<file path="src/common/ssb_pkg.sv">
// constants of the serial status and data buffer block
// assumes one bus clock at 40 MHz and a byte-wide register port
package ssb_pkg;

    // register port
    localparam int          ADDR_W     = 4;
    localparam int          DATA_W     = 8;
    localparam logic [3:0]  OFF_CTRL1  = 4'h0;
    localparam logic [3:0]  OFF_CTRL2  = 4'h4;
    localparam logic [3:0]  OFF_STATUS = 4'h8;
    localparam logic [3:0]  OFF_DATA   = 4'hC;

    // control register one fields
    localparam int C1_RF_IRQ_EN = 7;
    localparam int C1_ENABLE    = 6;
    localparam int C1_TX_IRQ_EN = 5;
    localparam int C1_MASTER    = 4;
    localparam int C1_SS_OUT_EN = 1;
    localparam int C1_LSB_FIRST = 0;

    // control register two fields
    localparam int C2_FAULT_EN  = 4;

    // status fields
    localparam int ST_RX_FULL   = 7;
    localparam int ST_TX_EMPTY  = 5;
    localparam int ST_MODE_FLT  = 4;

    // reset values
    localparam logic [7:0] CTRL1_RST = 8'h00;
    localparam logic [7:0] CTRL2_RST = 8'h00;
    localparam logic [7:0] DATA_RST  = 8'h00;

    // serial framing
    localparam int         BITS_PER_XFER = 8;
    localparam logic [2:0] LAST_BIT      = 3'h7;

    // timing
    localparam int CLK_PERIOD_NS  = 25;
    localparam int SCK_PERIOD_NS  = 200;
    localparam int SCK_HALF_CYC   = (SCK_PERIOD_NS / 2) / CLK_PERIOD_NS;
    localparam int TEF_SET_CYC    = 2;

endpackage : ssb_pkg

</file>
<file path="src/verilog/ssb_top.sv">
// serial status flags, double-buffered data register and byte shifter
// assumes a single-cycle register port and external serial pins on another clock
//
// Strobed register access and the placing of the registers are this design's own decisions.
`timescale 1ns/1ps
`default_nettype none

module ssb_top #(
    parameter int HALF_DIV = ssb_pkg::SCK_HALF_CYC
) (
    // clock and reset
    input  wire logic                      CLK_I,
    input  wire logic                      RST_B_I,
    // register port
    input  wire logic [ssb_pkg::ADDR_W-1:0] ADDR_I,
    input  wire logic [ssb_pkg::DATA_W-1:0] WDATA_I,
    input  wire logic                      WR_I,
    input  wire logic                      RD_I,
    output logic      [ssb_pkg::DATA_W-1:0] RDATA_O,
    // serial clock pin
    input  wire logic                      SCK_I,
    output logic                           SCK_O,
    output logic                           SCK_OE_O,
    // master out data pin
    input  wire logic                      MOSI_I,
    output logic                           MOSI_O,
    output logic                           MOSI_OE_O,
    // master in data pin
    input  wire logic                      MISO_I,
    output logic                           MISO_O,
    output logic                           MISO_OE_O,
    // slave select pin
    input  wire logic                      SS_B_I,
    output logic                           SS_B_O,
    output logic                           SS_OE_O,
    // interrupt request
    output logic                           IRQ_O
);

    function automatic logic hit(input logic [ssb_pkg::ADDR_W-1:0] a, input logic [3:0] off);
        hit = (a == off);
    endfunction : hit

    function automatic logic out_bit(input logic [7:0] s, input logic lsb);
        out_bit = lsb ? s[0] : s[7];
    endfunction : out_bit

    function automatic logic [7:0] tx_shift(input logic [7:0] s, input logic lsb);
        tx_shift = lsb ? {1'b0, s[7:1]} : {s[6:0], 1'b0};
    endfunction : tx_shift

    function automatic logic [7:0] rx_shift_in(input logic [7:0] s, input logic b, input logic lsb);
        rx_shift_in = lsb ? {b, s[7:1]} : {s[6:0], b};
    endfunction : rx_shift_in

    // pin synchronisers: index 3 sck, 2 mosi, 1 miso, 0 select
    logic [3:0]  sync1_reg;
    logic [3:0]  sync2_reg;
    logic        sck_prev_reg;

    logic [7:0]  ctrl1_reg;
    logic [7:0]  ctrl2_reg;
    logic [7:0]  rdata_reg;
    logic [7:0]  txbuf_reg;
    logic        txbuf_full_reg;
    logic [7:0]  rxbuf_reg;
    logic [7:0]  shift_reg;
    logic        shift_loaded_reg;
    logic [7:0]  rx_reg;
    logic [2:0]  bit_cnt_reg;
    logic [15:0] div_cnt_reg;
    logic        running_reg;
    logic        sck_reg;
    logic        ss_out_reg;
    logic        rf_flag_reg;
    logic        tef_flag_reg;
    logic        mode_fault_flag_flag_reg;
    logic        rf_armed_reg;
    logic        tef_armed_reg;
    logic        mode_fault_flag_armed_reg;
    logic        sck_oe_reg;
    logic        mosi_reg;
    logic        mosi_oe_reg;
    logic        miso_reg;
    logic        miso_oe_reg;
    logic        ss_oe_reg;
    logic        irq_reg;

    logic        enable;
    logic        master;
    logic        lsb_first;
    logic        fault_cond;
    logic        slave_sel;
    logic        sck_rise;
    logic        sck_fall;
    logic        tick;
    logic        m_rise;
    logic        m_fall;
    logic        xfer_done;
    logic [7:0]  rx_byte;
    logic        load_now;
    logic        wr_data;
    logic        rd_data;
    logic        rd_status;
    logic        wr_ctrl1;
    logic        data_accept;

    assign enable    = ctrl1_reg[ssb_pkg::C1_ENABLE];
    assign master    = ctrl1_reg[ssb_pkg::C1_MASTER];
    assign lsb_first = ctrl1_reg[ssb_pkg::C1_LSB_FIRST];
    assign wr_data   = WR_I && hit(ADDR_I, ssb_pkg::OFF_DATA);
    assign rd_data   = RD_I && hit(ADDR_I, ssb_pkg::OFF_DATA);
    assign rd_status = RD_I && hit(ADDR_I, ssb_pkg::OFF_STATUS);
    assign wr_ctrl1  = WR_I && hit(ADDR_I, ssb_pkg::OFF_CTRL1);

    // select pin is a fault input only in this one configuration
    assign fault_cond = enable && master && ctrl2_reg[ssb_pkg::C2_FAULT_EN]
                        && !ctrl1_reg[ssb_pkg::C1_SS_OUT_EN] && !sync2_reg[0];

    assign slave_sel = enable && !master && !sync2_reg[0];
    assign sck_rise  = sync2_reg[3] && !sck_prev_reg;
    assign sck_fall  = !sync2_reg[3] && sck_prev_reg;
    assign tick      = running_reg && (div_cnt_reg == 16'(HALF_DIV - 1));
    assign m_rise    = tick && !sck_reg;
    assign m_fall    = tick && sck_reg;

    // eight sampled bits end a transfer
    assign xfer_done = master ? (m_fall && bit_cnt_reg == ssb_pkg::LAST_BIT)
                              : (slave_sel && sck_rise && bit_cnt_reg == ssb_pkg::LAST_BIT);
    assign rx_byte   = master ? rx_reg : rx_shift_in(rx_reg, sync2_reg[2], lsb_first);

    // queued byte enters an empty shifter, or one that just finished
    assign load_now    = enable && txbuf_full_reg && (!shift_loaded_reg || xfer_done);
    assign data_accept = wr_data && tef_armed_reg && tef_flag_reg;

    always_ff @(posedge CLK_I or negedge RST_B_I)
    begin
        if (!RST_B_I)
        begin
            // idle levels: sck low, mosi high, miso high, select high; no false edge after reset
            sync1_reg    <= 4'h7;
            sync2_reg    <= 4'h7;
            sck_prev_reg <= 1'b0;
        end
        else
        begin
            sync1_reg    <= {SCK_I, MOSI_I, MISO_I, SS_B_I};
            sync2_reg    <= sync1_reg;
            sck_prev_reg <= sync2_reg[3];
        end
    end

    // control registers and read data
    always_ff @(posedge CLK_I or negedge RST_B_I)
    begin
        if (!RST_B_I)
        begin
            ctrl1_reg <= ssb_pkg::CTRL1_RST;
            ctrl2_reg <= ssb_pkg::CTRL2_RST;
            rdata_reg <= ssb_pkg::DATA_RST;
        end
        else
        begin
            if (wr_ctrl1)
                ctrl1_reg <= WDATA_I;
            if (WR_I && hit(ADDR_I, ssb_pkg::OFF_CTRL2))
                ctrl2_reg <= WDATA_I;
            if (RD_I)
            begin
                rdata_reg <= ssb_pkg::DATA_RST;
                if (hit(ADDR_I, ssb_pkg::OFF_CTRL1))
                    rdata_reg <= ctrl1_reg;
                else if (hit(ADDR_I, ssb_pkg::OFF_CTRL2))
                    rdata_reg <= ctrl2_reg;
                else if (rd_status)
                begin
                    rdata_reg[ssb_pkg::ST_RX_FULL]  <= rf_flag_reg;
                    rdata_reg[ssb_pkg::ST_TX_EMPTY] <= tef_flag_reg;
                    rdata_reg[ssb_pkg::ST_MODE_FLT] <= mode_fault_flag_flag_reg;
                end
                else if (rd_data)
                    rdata_reg <= rxbuf_reg;
            end
        end
    end

    // transmit buffer; software should only write while there is room
    always_ff @(posedge CLK_I or negedge RST_B_I)
    begin
        if (!RST_B_I)
        begin
            txbuf_reg      <= ssb_pkg::DATA_RST;
            txbuf_full_reg <= 1'b0;
        end
        else if (data_accept)
        begin
            txbuf_reg      <= WDATA_I;
            txbuf_full_reg <= 1'b1;
        end
        else if (load_now)
            txbuf_full_reg <= 1'b0;
    end

    // receive buffer; an unread byte is kept and the new one lost silently
    always_ff @(posedge CLK_I or negedge RST_B_I)
    begin
        if (!RST_B_I)
            rxbuf_reg <= ssb_pkg::DATA_RST;
        else if (xfer_done && !rf_flag_reg)
            rxbuf_reg <= rx_byte;
    end

    // status flags with their two-step clear; a hardware set always wins
    always_ff @(posedge CLK_I or negedge RST_B_I)
    begin
        if (!RST_B_I)
        begin
            rf_flag_reg    <= 1'b0;
            tef_flag_reg   <= 1'b1;
            mode_fault_flag_flag_reg  <= 1'b0;
            rf_armed_reg   <= 1'b0;
            tef_armed_reg  <= 1'b0;
            mode_fault_flag_armed_reg <= 1'b0;
        end
        else
        begin
            if (xfer_done)
            begin
                rf_flag_reg  <= 1'b1;
                rf_armed_reg <= 1'b0;
            end
            else if (rd_data && rf_armed_reg)
            begin
                rf_flag_reg  <= 1'b0;
                rf_armed_reg <= 1'b0;
            end
            else if (rd_status)
                rf_armed_reg <= rf_flag_reg;

            if (load_now)
            begin
                tef_flag_reg  <= 1'b1;
                tef_armed_reg <= 1'b0;
            end
            else if (wr_data)
            begin
                if (data_accept)
                    tef_flag_reg <= 1'b0;
                tef_armed_reg <= 1'b0;
            end
            else if (rd_status)
                tef_armed_reg <= tef_flag_reg;

            if (fault_cond)
            begin
                mode_fault_flag_flag_reg  <= 1'b1;
                mode_fault_flag_armed_reg <= 1'b0;
            end
            else if (wr_ctrl1 && mode_fault_flag_armed_reg)
            begin
                mode_fault_flag_flag_reg  <= 1'b0;
                mode_fault_flag_armed_reg <= 1'b0;
            end
            else if (rd_status)
                mode_fault_flag_armed_reg <= mode_fault_flag_flag_reg;
        end
    end

    // shifter contents
    always_ff @(posedge CLK_I or negedge RST_B_I)
    begin
        if (!RST_B_I)
        begin
            shift_reg        <= ssb_pkg::DATA_RST;
            shift_loaded_reg <= 1'b0;
        end
        else if (load_now)
        begin
            shift_reg        <= txbuf_reg;
            shift_loaded_reg <= 1'b1;
        end
        else if (xfer_done)
            shift_loaded_reg <= 1'b0;
        else if ((master && m_fall) || (slave_sel && sck_fall && bit_cnt_reg != 3'h0))
            shift_reg <= tx_shift(shift_reg, lsb_first);
    end

    // bit timing: master makes sck, slave follows the sampled pin
    always_ff @(posedge CLK_I or negedge RST_B_I)
    begin
        if (!RST_B_I)
        begin
            running_reg <= 1'b0;
            sck_reg     <= 1'b0;
            ss_out_reg  <= 1'b1;
            div_cnt_reg <= 16'h0000;
            bit_cnt_reg <= 3'h0;
            rx_reg      <= ssb_pkg::DATA_RST;
        end
        else if (master)
        begin
            if (fault_cond || !enable)
            begin
                running_reg <= 1'b0;
                sck_reg     <= 1'b0;
                ss_out_reg  <= 1'b1;
            end
            else if (!running_reg && shift_loaded_reg)
            begin
                running_reg <= 1'b1;
                ss_out_reg  <= 1'b0;
                div_cnt_reg <= 16'h0000;
                bit_cnt_reg <= 3'h0;
            end
            else if (running_reg)
            begin
                div_cnt_reg <= tick ? 16'h0000 : div_cnt_reg + 16'h0001;
                if (tick)
                    sck_reg <= !sck_reg;
                if (m_rise)
                    rx_reg <= rx_shift_in(rx_reg, sync2_reg[1], lsb_first);
                if (m_fall)
                begin
                    bit_cnt_reg <= bit_cnt_reg + 3'h1;
                    if (bit_cnt_reg == ssb_pkg::LAST_BIT)
                    begin
                        running_reg <= 1'b0;
                        ss_out_reg  <= 1'b1;
                    end
                end
            end
        end
        else
        begin
            running_reg <= 1'b0;
            sck_reg     <= 1'b0;
            ss_out_reg  <= 1'b1;
            if (!slave_sel)
                bit_cnt_reg <= 3'h0;
            else if (sck_rise)
            begin
                rx_reg      <= rx_shift_in(rx_reg, sync2_reg[2], lsb_first);
                bit_cnt_reg <= bit_cnt_reg + 3'h1;
            end
        end
    end

    // pin drivers and interrupt, all registered
    always_ff @(posedge CLK_I or negedge RST_B_I)
    begin
        if (!RST_B_I)
        begin
            sck_oe_reg  <= 1'b0;
            mosi_reg    <= 1'b0;
            mosi_oe_reg <= 1'b0;
            miso_reg    <= 1'b0;
            miso_oe_reg <= 1'b0;
            ss_oe_reg   <= 1'b0;
            irq_reg     <= 1'b0;
        end
        else
        begin
            sck_oe_reg  <= enable && master;
            mosi_reg    <= out_bit(shift_reg, lsb_first);
            mosi_oe_reg <= enable && master;
            miso_reg    <= out_bit(shift_reg, lsb_first);
            miso_oe_reg <= slave_sel;
            ss_oe_reg   <= enable && master && ctrl2_reg[ssb_pkg::C2_FAULT_EN]
                           && ctrl1_reg[ssb_pkg::C1_SS_OUT_EN];
            irq_reg     <= (tef_flag_reg && ctrl1_reg[ssb_pkg::C1_TX_IRQ_EN])
                           || ((rf_flag_reg || mode_fault_flag_flag_reg) && ctrl1_reg[ssb_pkg::C1_RF_IRQ_EN]);
        end
    end

    assign RDATA_O   = rdata_reg;
    assign SCK_O     = sck_reg;
    assign SCK_OE_O  = sck_oe_reg;
    assign MOSI_O    = mosi_reg;
    assign MOSI_OE_O = mosi_oe_reg;
    assign MISO_O    = miso_reg;
    assign MISO_OE_O = miso_oe_reg;
    assign SS_B_O    = ss_out_reg;
    assign SS_OE_O   = ss_oe_reg;
    assign IRQ_O     = irq_reg;

    localparam int TEF_WAIT = ssb_pkg::TEF_SET_CYC;

    rf_set_a: assert property (@(posedge CLK_I) disable iff (!RST_B_I)
        xfer_done |=> rf_flag_reg)
        else $error("receive-full not set after transfer");

    rf_hold_a: assert property (@(posedge CLK_I) disable iff (!RST_B_I)
        rf_flag_reg && !rf_armed_reg |=> rf_flag_reg)
        else $error("receive-full cleared without status read");

    tef_room_a: assert property (@(posedge CLK_I) disable iff (!RST_B_I)
        tef_flag_reg == !txbuf_full_reg)
        else $error("transmit-empty disagrees with buffer room");

    wr_drop_a: assert property (@(posedge CLK_I) disable iff (!RST_B_I)
        wr_data && !tef_armed_reg |=> $stable(txbuf_reg) && tef_flag_reg == $past(tef_flag_reg) || $past(load_now))
        else $error("unarmed data write was taken");

    tx_irq_a: assert property (@(posedge CLK_I) disable iff (!RST_B_I)
        tef_flag_reg && ctrl1_reg[ssb_pkg::C1_TX_IRQ_EN] |=> IRQ_O)
        else $error("missing transmit interrupt");

    idle_load_a: assert property (@(posedge CLK_I) disable iff (!RST_B_I)
        data_accept && enable && !shift_loaded_reg && !running_reg |-> ##[1:TEF_WAIT] tef_flag_reg)
        else $error("transmit-empty late on idle write");

    fault_src_a: assert property (@(posedge CLK_I) disable iff (!RST_B_I)
        $rose(mode_fault_flag_flag_reg) |-> $past(fault_cond))
        else $error("mode fault outside fault configuration");

    mode_fault_flag_clr_a: assert property (@(posedge CLK_I) disable iff (!RST_B_I)
        wr_ctrl1 && mode_fault_flag_armed_reg && !fault_cond |=> !mode_fault_flag_flag_reg)
        else $error("mode fault not cleared");

    overrun_a: assert property (@(posedge CLK_I) disable iff (!RST_B_I)
        xfer_done && rf_flag_reg |=> $stable(rxbuf_reg))
        else $error("overrun replaced receive buffer");

    m_start_a: assert property (@(posedge CLK_I) disable iff (!RST_B_I)
        load_now && master && !running_reg && !fault_cond |-> ##[1:2] (running_reg || fault_cond))
        else $error("master did not start transfer");

endmodule : ssb_top

`default_nettype wire
</file>
<file path="config.mk">
export PLATFORM = sky130hd
export DESIGN_NAME = ssb_top
export DESIGN_NICKNAME = d
export VERILOG_FILES = /design/src/common/ssb_pkg.sv /design/src/verilog/ssb_top.sv
export SDC_FILE = /design/constraint.sdc
export NUM_CORES = 1
export LEC_CHECK = 0
export BUFFER_PORTS_ARGS = -buffer_cell sky130_fd_sc_hd__buf_4
export CORE_MARGIN = 5
export CORE_UTILIZATION = 55
export CTS_CLUSTER_DIAMETER = 50
export DETAILED_ROUTE_END_ITERATION = 8
export GPL_TIMING_DRIVEN = 0
export PLACE_DENSITY_LB_ADDON = 0.1
export SLEW_MARGIN = 25
export SYNTH_ARGS = -nofsm -noshare
export SYNTH_HDL_FRONTEND = slang
export SYNTH_SLANG_ARGS = --single-unit
</file>
<file path="constraint.sdc">
create_clock -name CLK_I -period 4.2 [get_ports CLK_I]
set_clock_uncertainty 0.1 [all_clocks]
set_input_delay 1.05 -clock CLK_I [delete_from_list [all_inputs] [get_ports CLK_I]]
set_output_delay 1.05 -clock CLK_I [all_outputs]
set_load 0.005 [all_outputs]
</file>
After elaboration in Yosys (flattened, before gate mapping)
Cells that the tools add are included.
Widths: inputs -> output; s select.
{"block": "classes", "add_sub_neg": 2, "eq_ne": 19, "n_mux": 70, "bitwise": 1, "reduce_logical": 69}
{"op": "$mux 8", "count": 17}
{"op": "$mux 16", "count": 3}
{"op": "$mux 1", "count": 41}
{"op": "$logic_and 1x1->1", "count": 33}
{"op": "$mux 3", "count": 7}
{"op": "$reduce_bool 2->1", "count": 9}
{"op": "$add 16x1->16 const B", "count": 1}
{"op": "$eq 16x2->1 const B", "count": 1}
{"op": "$ne 3x1->1 const B", "count": 4}
{"op": "$ne 4x1->1 const B", "count": 3}
{"op": "$reduce_bool 3->1", "count": 4}
{"op": "$logic_not 1->1", "count": 10}
{"op": "$reduce_and 3->1", "count": 3}
{"op": "$eq 4x4->1 const B", "count": 2}
{"op": "$ne 2x1->1 const B", "count": 3}
{"op": "$reduce_and 6->1", "count": 1}
{"op": "$logic_or 1x1->1", "count": 5}
{"op": "$eq 4x3->1 const B", "count": 1}
{"op": "$logic_not 4->1", "count": 1}
{"op": "$mux 4", "count": 1}
{"op": "$ne 2x2->1 const B", "count": 2}
{"op": "$reduce_and 2->1", "count": 2}
{"op": "$reduce_and 4->1", "count": 1}
{"op": "$add 3x1->3 const B", "count": 1}
{"op": "5 further kinds", "count": 5}
{"block": "word_totals", "register_bits": 100, "word_cells": 189}

Longest topological paths before layout
{"block": "logic_depth", "depth_word": 10, "mapped_depth": 7, "ltp_nobuf": 6}

Least setup slack after synthesis
No wires, ideal clock.
{"block": "synth_path", "path_kind": "register to register", "start": "register div_cnt_reg[0]", "end": "register shift_reg[1]", "setup_ns": 0.125, "t_arrival_ns": 2.278, "setup_slack_ns": 1.697, "path_stages_with_launch": 8, "n_path_buf": 1, "path_cell_list": "dfrtp_1 ha_1 or4b_4 nor4_1 a32o_1 buf_2 mux2_2 mux2_4"}
{"block": "synth_via", "elab_chain_len": 9, "word_cells_on_any_way": 13, "cone_classes": "eq/ne: 2; mux: 2; reduce/logical: 9"}
{"element": "start: declaration", "line_no": "ssb_top.sv:71", "source": "logic [15:0] div_cnt_reg;"}
{"element": "start signal: assignment", "line_no": "ssb_top.sv:317", "source": "div_cnt_reg <= tick ? 16'h0000 : div_cnt_reg + 16'h0001;"}
{"element": "$eq 16x2->1 (*)", "line_no": "ssb_top.sv:123", "source": "assign tick = running_reg && (div_cnt_reg == 16'(HALF_DIV - 1));"}
{"element": "$logic_and 1x1->1 (*)", "line_no": "ssb_top.sv:123"}
{"element": "$logic_and 1x1->1 (*)", "line_no": "ssb_top.sv:125", "source": "assign m_fall = tick && sck_reg;"}
{"element": "$logic_and 1x1->1", "line_no": "ssb_top.sv:128", "source": "assign xfer_done = master ? (m_fall && bit_cnt_reg == ssb_pkg::LAST_BIT)"}
{"element": "$mux 1", "line_no": "ssb_top.sv:128"}
{"element": "$logic_or 1x1->1", "line_no": "ssb_top.sv:133", "source": "assign load_now = enable && txbuf_full_reg && (!shift_loaded_reg || xfer_done);"}
{"element": "$logic_and 1x1->1", "line_no": "ssb_top.sv:133"}
{"element": "$ne 2x1->1 (no source line) or $reduce_bool 2->1 (tied branches)"}
{"element": "$reduce_and 2->1 (no source line)"}
{"element": "end signal: assignment", "line_no": "ssb_top.sv:274", "source": "shift_reg <= ssb_pkg::DATA_RST;"}
{"element": "end signal: assignment", "line_no": "ssb_top.sv:279", "source": "shift_reg <= txbuf_reg;"}
{"element": "end signal: assignment", "line_no": "ssb_top.sv:285", "source": "shift_reg <= tx_shift(shift_reg, lsb_first);"}
{"element": "end: declaration", "line_no": "ssb_top.sv:67", "source": "logic [7:0] shift_reg;"}
Mark *: on every way between the ends. The rest lies on a longest branch, timed or not.
A chain may end at the register's enable or synchronous reset.

Worst setup path in the final report
{"block": "layout_path", "start": "register div_cnt_reg[0]", "end": "register shift_reg[7]"}
Same word-level chain as after synthesis.

==> metrics.md <==
| Metric | Value |
|---|---|
| Final nets | `500` |
| Seq/Total Area, Yosys | `51.4%` |
| Post-Syn Instances | `430` |
| Post-synth EDFFs | `0` |
| CTS sink count | `100` |
| Area of the core | `8680 um^2` |
| Final Setup Violations | `0` |
| Max Cap Viol | `0` |
| Synth-to-layout area growth | `12.0%` |
| Final Max Slew Viols | `0` |
| Register bit count reported by yosys | `100` |
| Post-Syn Area | `4880 um^2` |
| Synthesized Nets | `454` |
| Clock power frac | `23.8%` |
| Final core utilization | `63.0%` |
| DR WL met2 | `4790 um` |
| Routed WL | `10200 um` |
| GP Congestion | `0.848` |
| Synth Flop Type | `dfrtp_1` |
| CTS Buf Count | `9` |
| 1st-pass router iterations | `4` |
| Worst slew pin tran | `894 ps` |
| Clock root cell | `clkbuf_8` |
| CP arrival | `3000 ps` |
| CTS tree | `done` |
| Crit-path max FO | `8` |
| Met3 routed WL | `371 um` |
| Pwr dens | `448 nW/um^2` |
| First-pass GRT wire length | `17300 um` |
| Largest net degree at the start of global routing | `101` |
| Largest register FFs | `16` |
| Setup tns final | `0 ps` |
| Worst-path clk slew | `100 ps` |
| Share of cells above drive strength 1 | `28.3%` |
| Area leader, netlist | `dfrtp_1` |
| Die Y | `104 um` |
| Maximum clock rate | `350 MHz` |
| Min Tclk post-route | `2860 ps` |
| Boundary Pins | `37` |
| Combinational power share | `24.6%` |
| Half-perimeter wire length after placement | `7200 um` |
| Pre-CTS WS | `1230 ps` |
| Worst ir drop on vdd | `0.215 mV` |
| Wl on met1 | `4920 um` |
| IO Port Bufs | `35` |
| Status | `finished, final reports clean` |
| Grt total ovfl | `0` |
| Hold Path Depth | `0` |
| Fin crit share | `68.0%` |
| Initial Util | `56.3%` |
| Cell Rows | `34` |
| Share of the synthesized area in the top cell type | `47.1%` |
| Startpoint Class | `flip-flop` |
| H-tree lvl count | `3` |
| R2r worst-path depth | `7` |
| Setup ws final | `1340 ps` |
| Leading post-synthesis cells by cell area | `dfrtp_1 (47%), mux2_2 (11%), dfstp_2 (4.3%)` |
| Internal power | `1.69 mW` |
| Rel. slew slack | `40.4%` |
| Number of remaining DRC errors | `0` |
| ANT cells | `0` |
| Setup CP Type | `reg2reg` |
| Routed len/inst | `17.2 um` |
| Die ar. | `10900 um^2` |
| Critical R2R Capture | `shift_reg[7]` |
| Die W | `104 um` |
| Final Power | `2.45 mW` |
| Hold EP | `sync2_reg[1]` |
| Hold Path Origin | `sync1_reg[1]` |
| # hold bufs at CTS | `0` |
| Fraction of registers with async set/reset | `100%` |
| Vias/cell | `5.89` |
| Tot GR Track Use | `19.3%` |
| R2R setup slack | `1340 ps` |
| Postcts setup bufs | `0` |
| Final hold violation count | `0` |
| Sw frac | `30.9%` |
| Syn. warnings | `0` |
| Final ANT Viol Nets | `0` |
| Vias | `3467` |
| R2r startpoint | `div_cnt_reg[0]` |
| Initial antenna violation count | `0` |
| Most common cell in the synthesized netlist | `dfrtp_1` |
| Resize count post-CTS | `0` |
| Static Leakage | `2.52 nW` |
| Number of global-route vias before repair | `3502` |
| Worst setup EP type | `flip-flop` |
| First DRT Iteration DRCs | `155` |
| Flop pwr share | `51.5%` |
| Min-Delay Path Class | `reg2reg` |
| Sw power | `0.758 mW` |
| Insertion delay to the later sink of the worst-skew pair | `360 ps` |
| Synth cell types | `58` |
| Mean post-synth cell area | `11.4 um^2` |
| RSZ-0062 raised after global routing | `false` |
| CP required | `4350 ps` |
| Max clock buf depth | `2` |
| DR top layer | `met4` |
| Post-synth top cells | `dfrtp_1 (92), mux2_2 (47), nand2_1 (37)` |
-- critical path, cell delays in order (launching register included) --
cell and delay (ps):
dfrtp_1 420, ha_1 250, or4b_4 530, nor4_1 330, a32o_1 260, buf_2 240, mux2_1 340, mux2_2 260
-- stage by stage --
| step | instance area, um^2 | instances | hold WS (ps) |
|---|---|---|---|
| after detailed placement | 5290 | 573 | 242 |
| after CTS | 5470 | 589 | 262 |
| after global placement | 5280 | 573 | 238 |
| final | 5470 | 589 | 260 |
| after floorplan | 4880 | 430 | 231 |
| after global routing | 5470 | 589 | 270 |
-- metal layers --
metal,GRT usage [%],vias up
met2,29.5,66
met1,28.3,1737
met3,4.59,8
li1,-,1656
met4,3.79,0
met5,0,-
-- area by class of cell --
type | count | area (um^2)
repair buffers | 35 | 267
inverters | 9 | 33.8
fillers | 725 | 3210
multi-input cells | 298 | 2220
plain buffers | 23 | 123
clock inverters | 6 | 46.3
clock buffers | 10 | 138
well taps | 108 | 135
flip-flops and latches | 100 | 2510
-- cells by family after synthesis --
kind of cell | Yosys count | synth area share [%]
flops | 100 | 51.4
compound gates | 90 | 12.8
fa+ha+maj | 4 | 1.02
simple gates | 128 | 13.8
mux | 73 | 17.2
buf+inv | 32 | 3.20
xor+xnor | 3 | 0.538
-- power groups by stage --
stage	combinational [mW]	sequential [mW]	clock (mW)
2_1_floorplan	0.443	1.24	0
3_3_place_gp	0.594	1.27	0
3_5_place_dp	0.609	1.28	0
4_1_cts	0.612	1.26	0.595
5_1_grt	0.679	1.28	0.641
6_report	0.603	1.26	0.584
-- worst max-delay path by stage --
stage,startpoint,to,slack (ps),depth (start not counted)
finish,div_cnt_reg[0],shift_reg[7],1340,7
global route,div_cnt_reg[0],shift_reg[7],1240,7
CTS,div_cnt_reg[0],shift_reg[7],1350,7
detailed placement,ADDR_I[2],txbuf_reg[4],1230,5
global placement,ADDR_I[2],txbuf_reg[6],1250,5
floorplan,div_cnt_reg[0],shift_reg[1],1700,7
-- placed cells by master, fill, tap and decap left out, types with 6 or more instances in the layout --
cell,n
a21oi_1,13
nor2_1,24
dfstp_2,8
nor2b_1,11
nand3_1,12
nor3_1,8
o21ai_0,18
clkbuf_8,10
and3_1,11
inv_1,9
mux2_2,47
mux2i_1,8
nand2_1,37
mux2_4,7
o21ai_1,13
o41ai_1,6
dfrtp_1,92
clkbuf_1,10
buf_4,36
a22o_1,6
mux2_1,11
(Power assumes the default switching activity.)
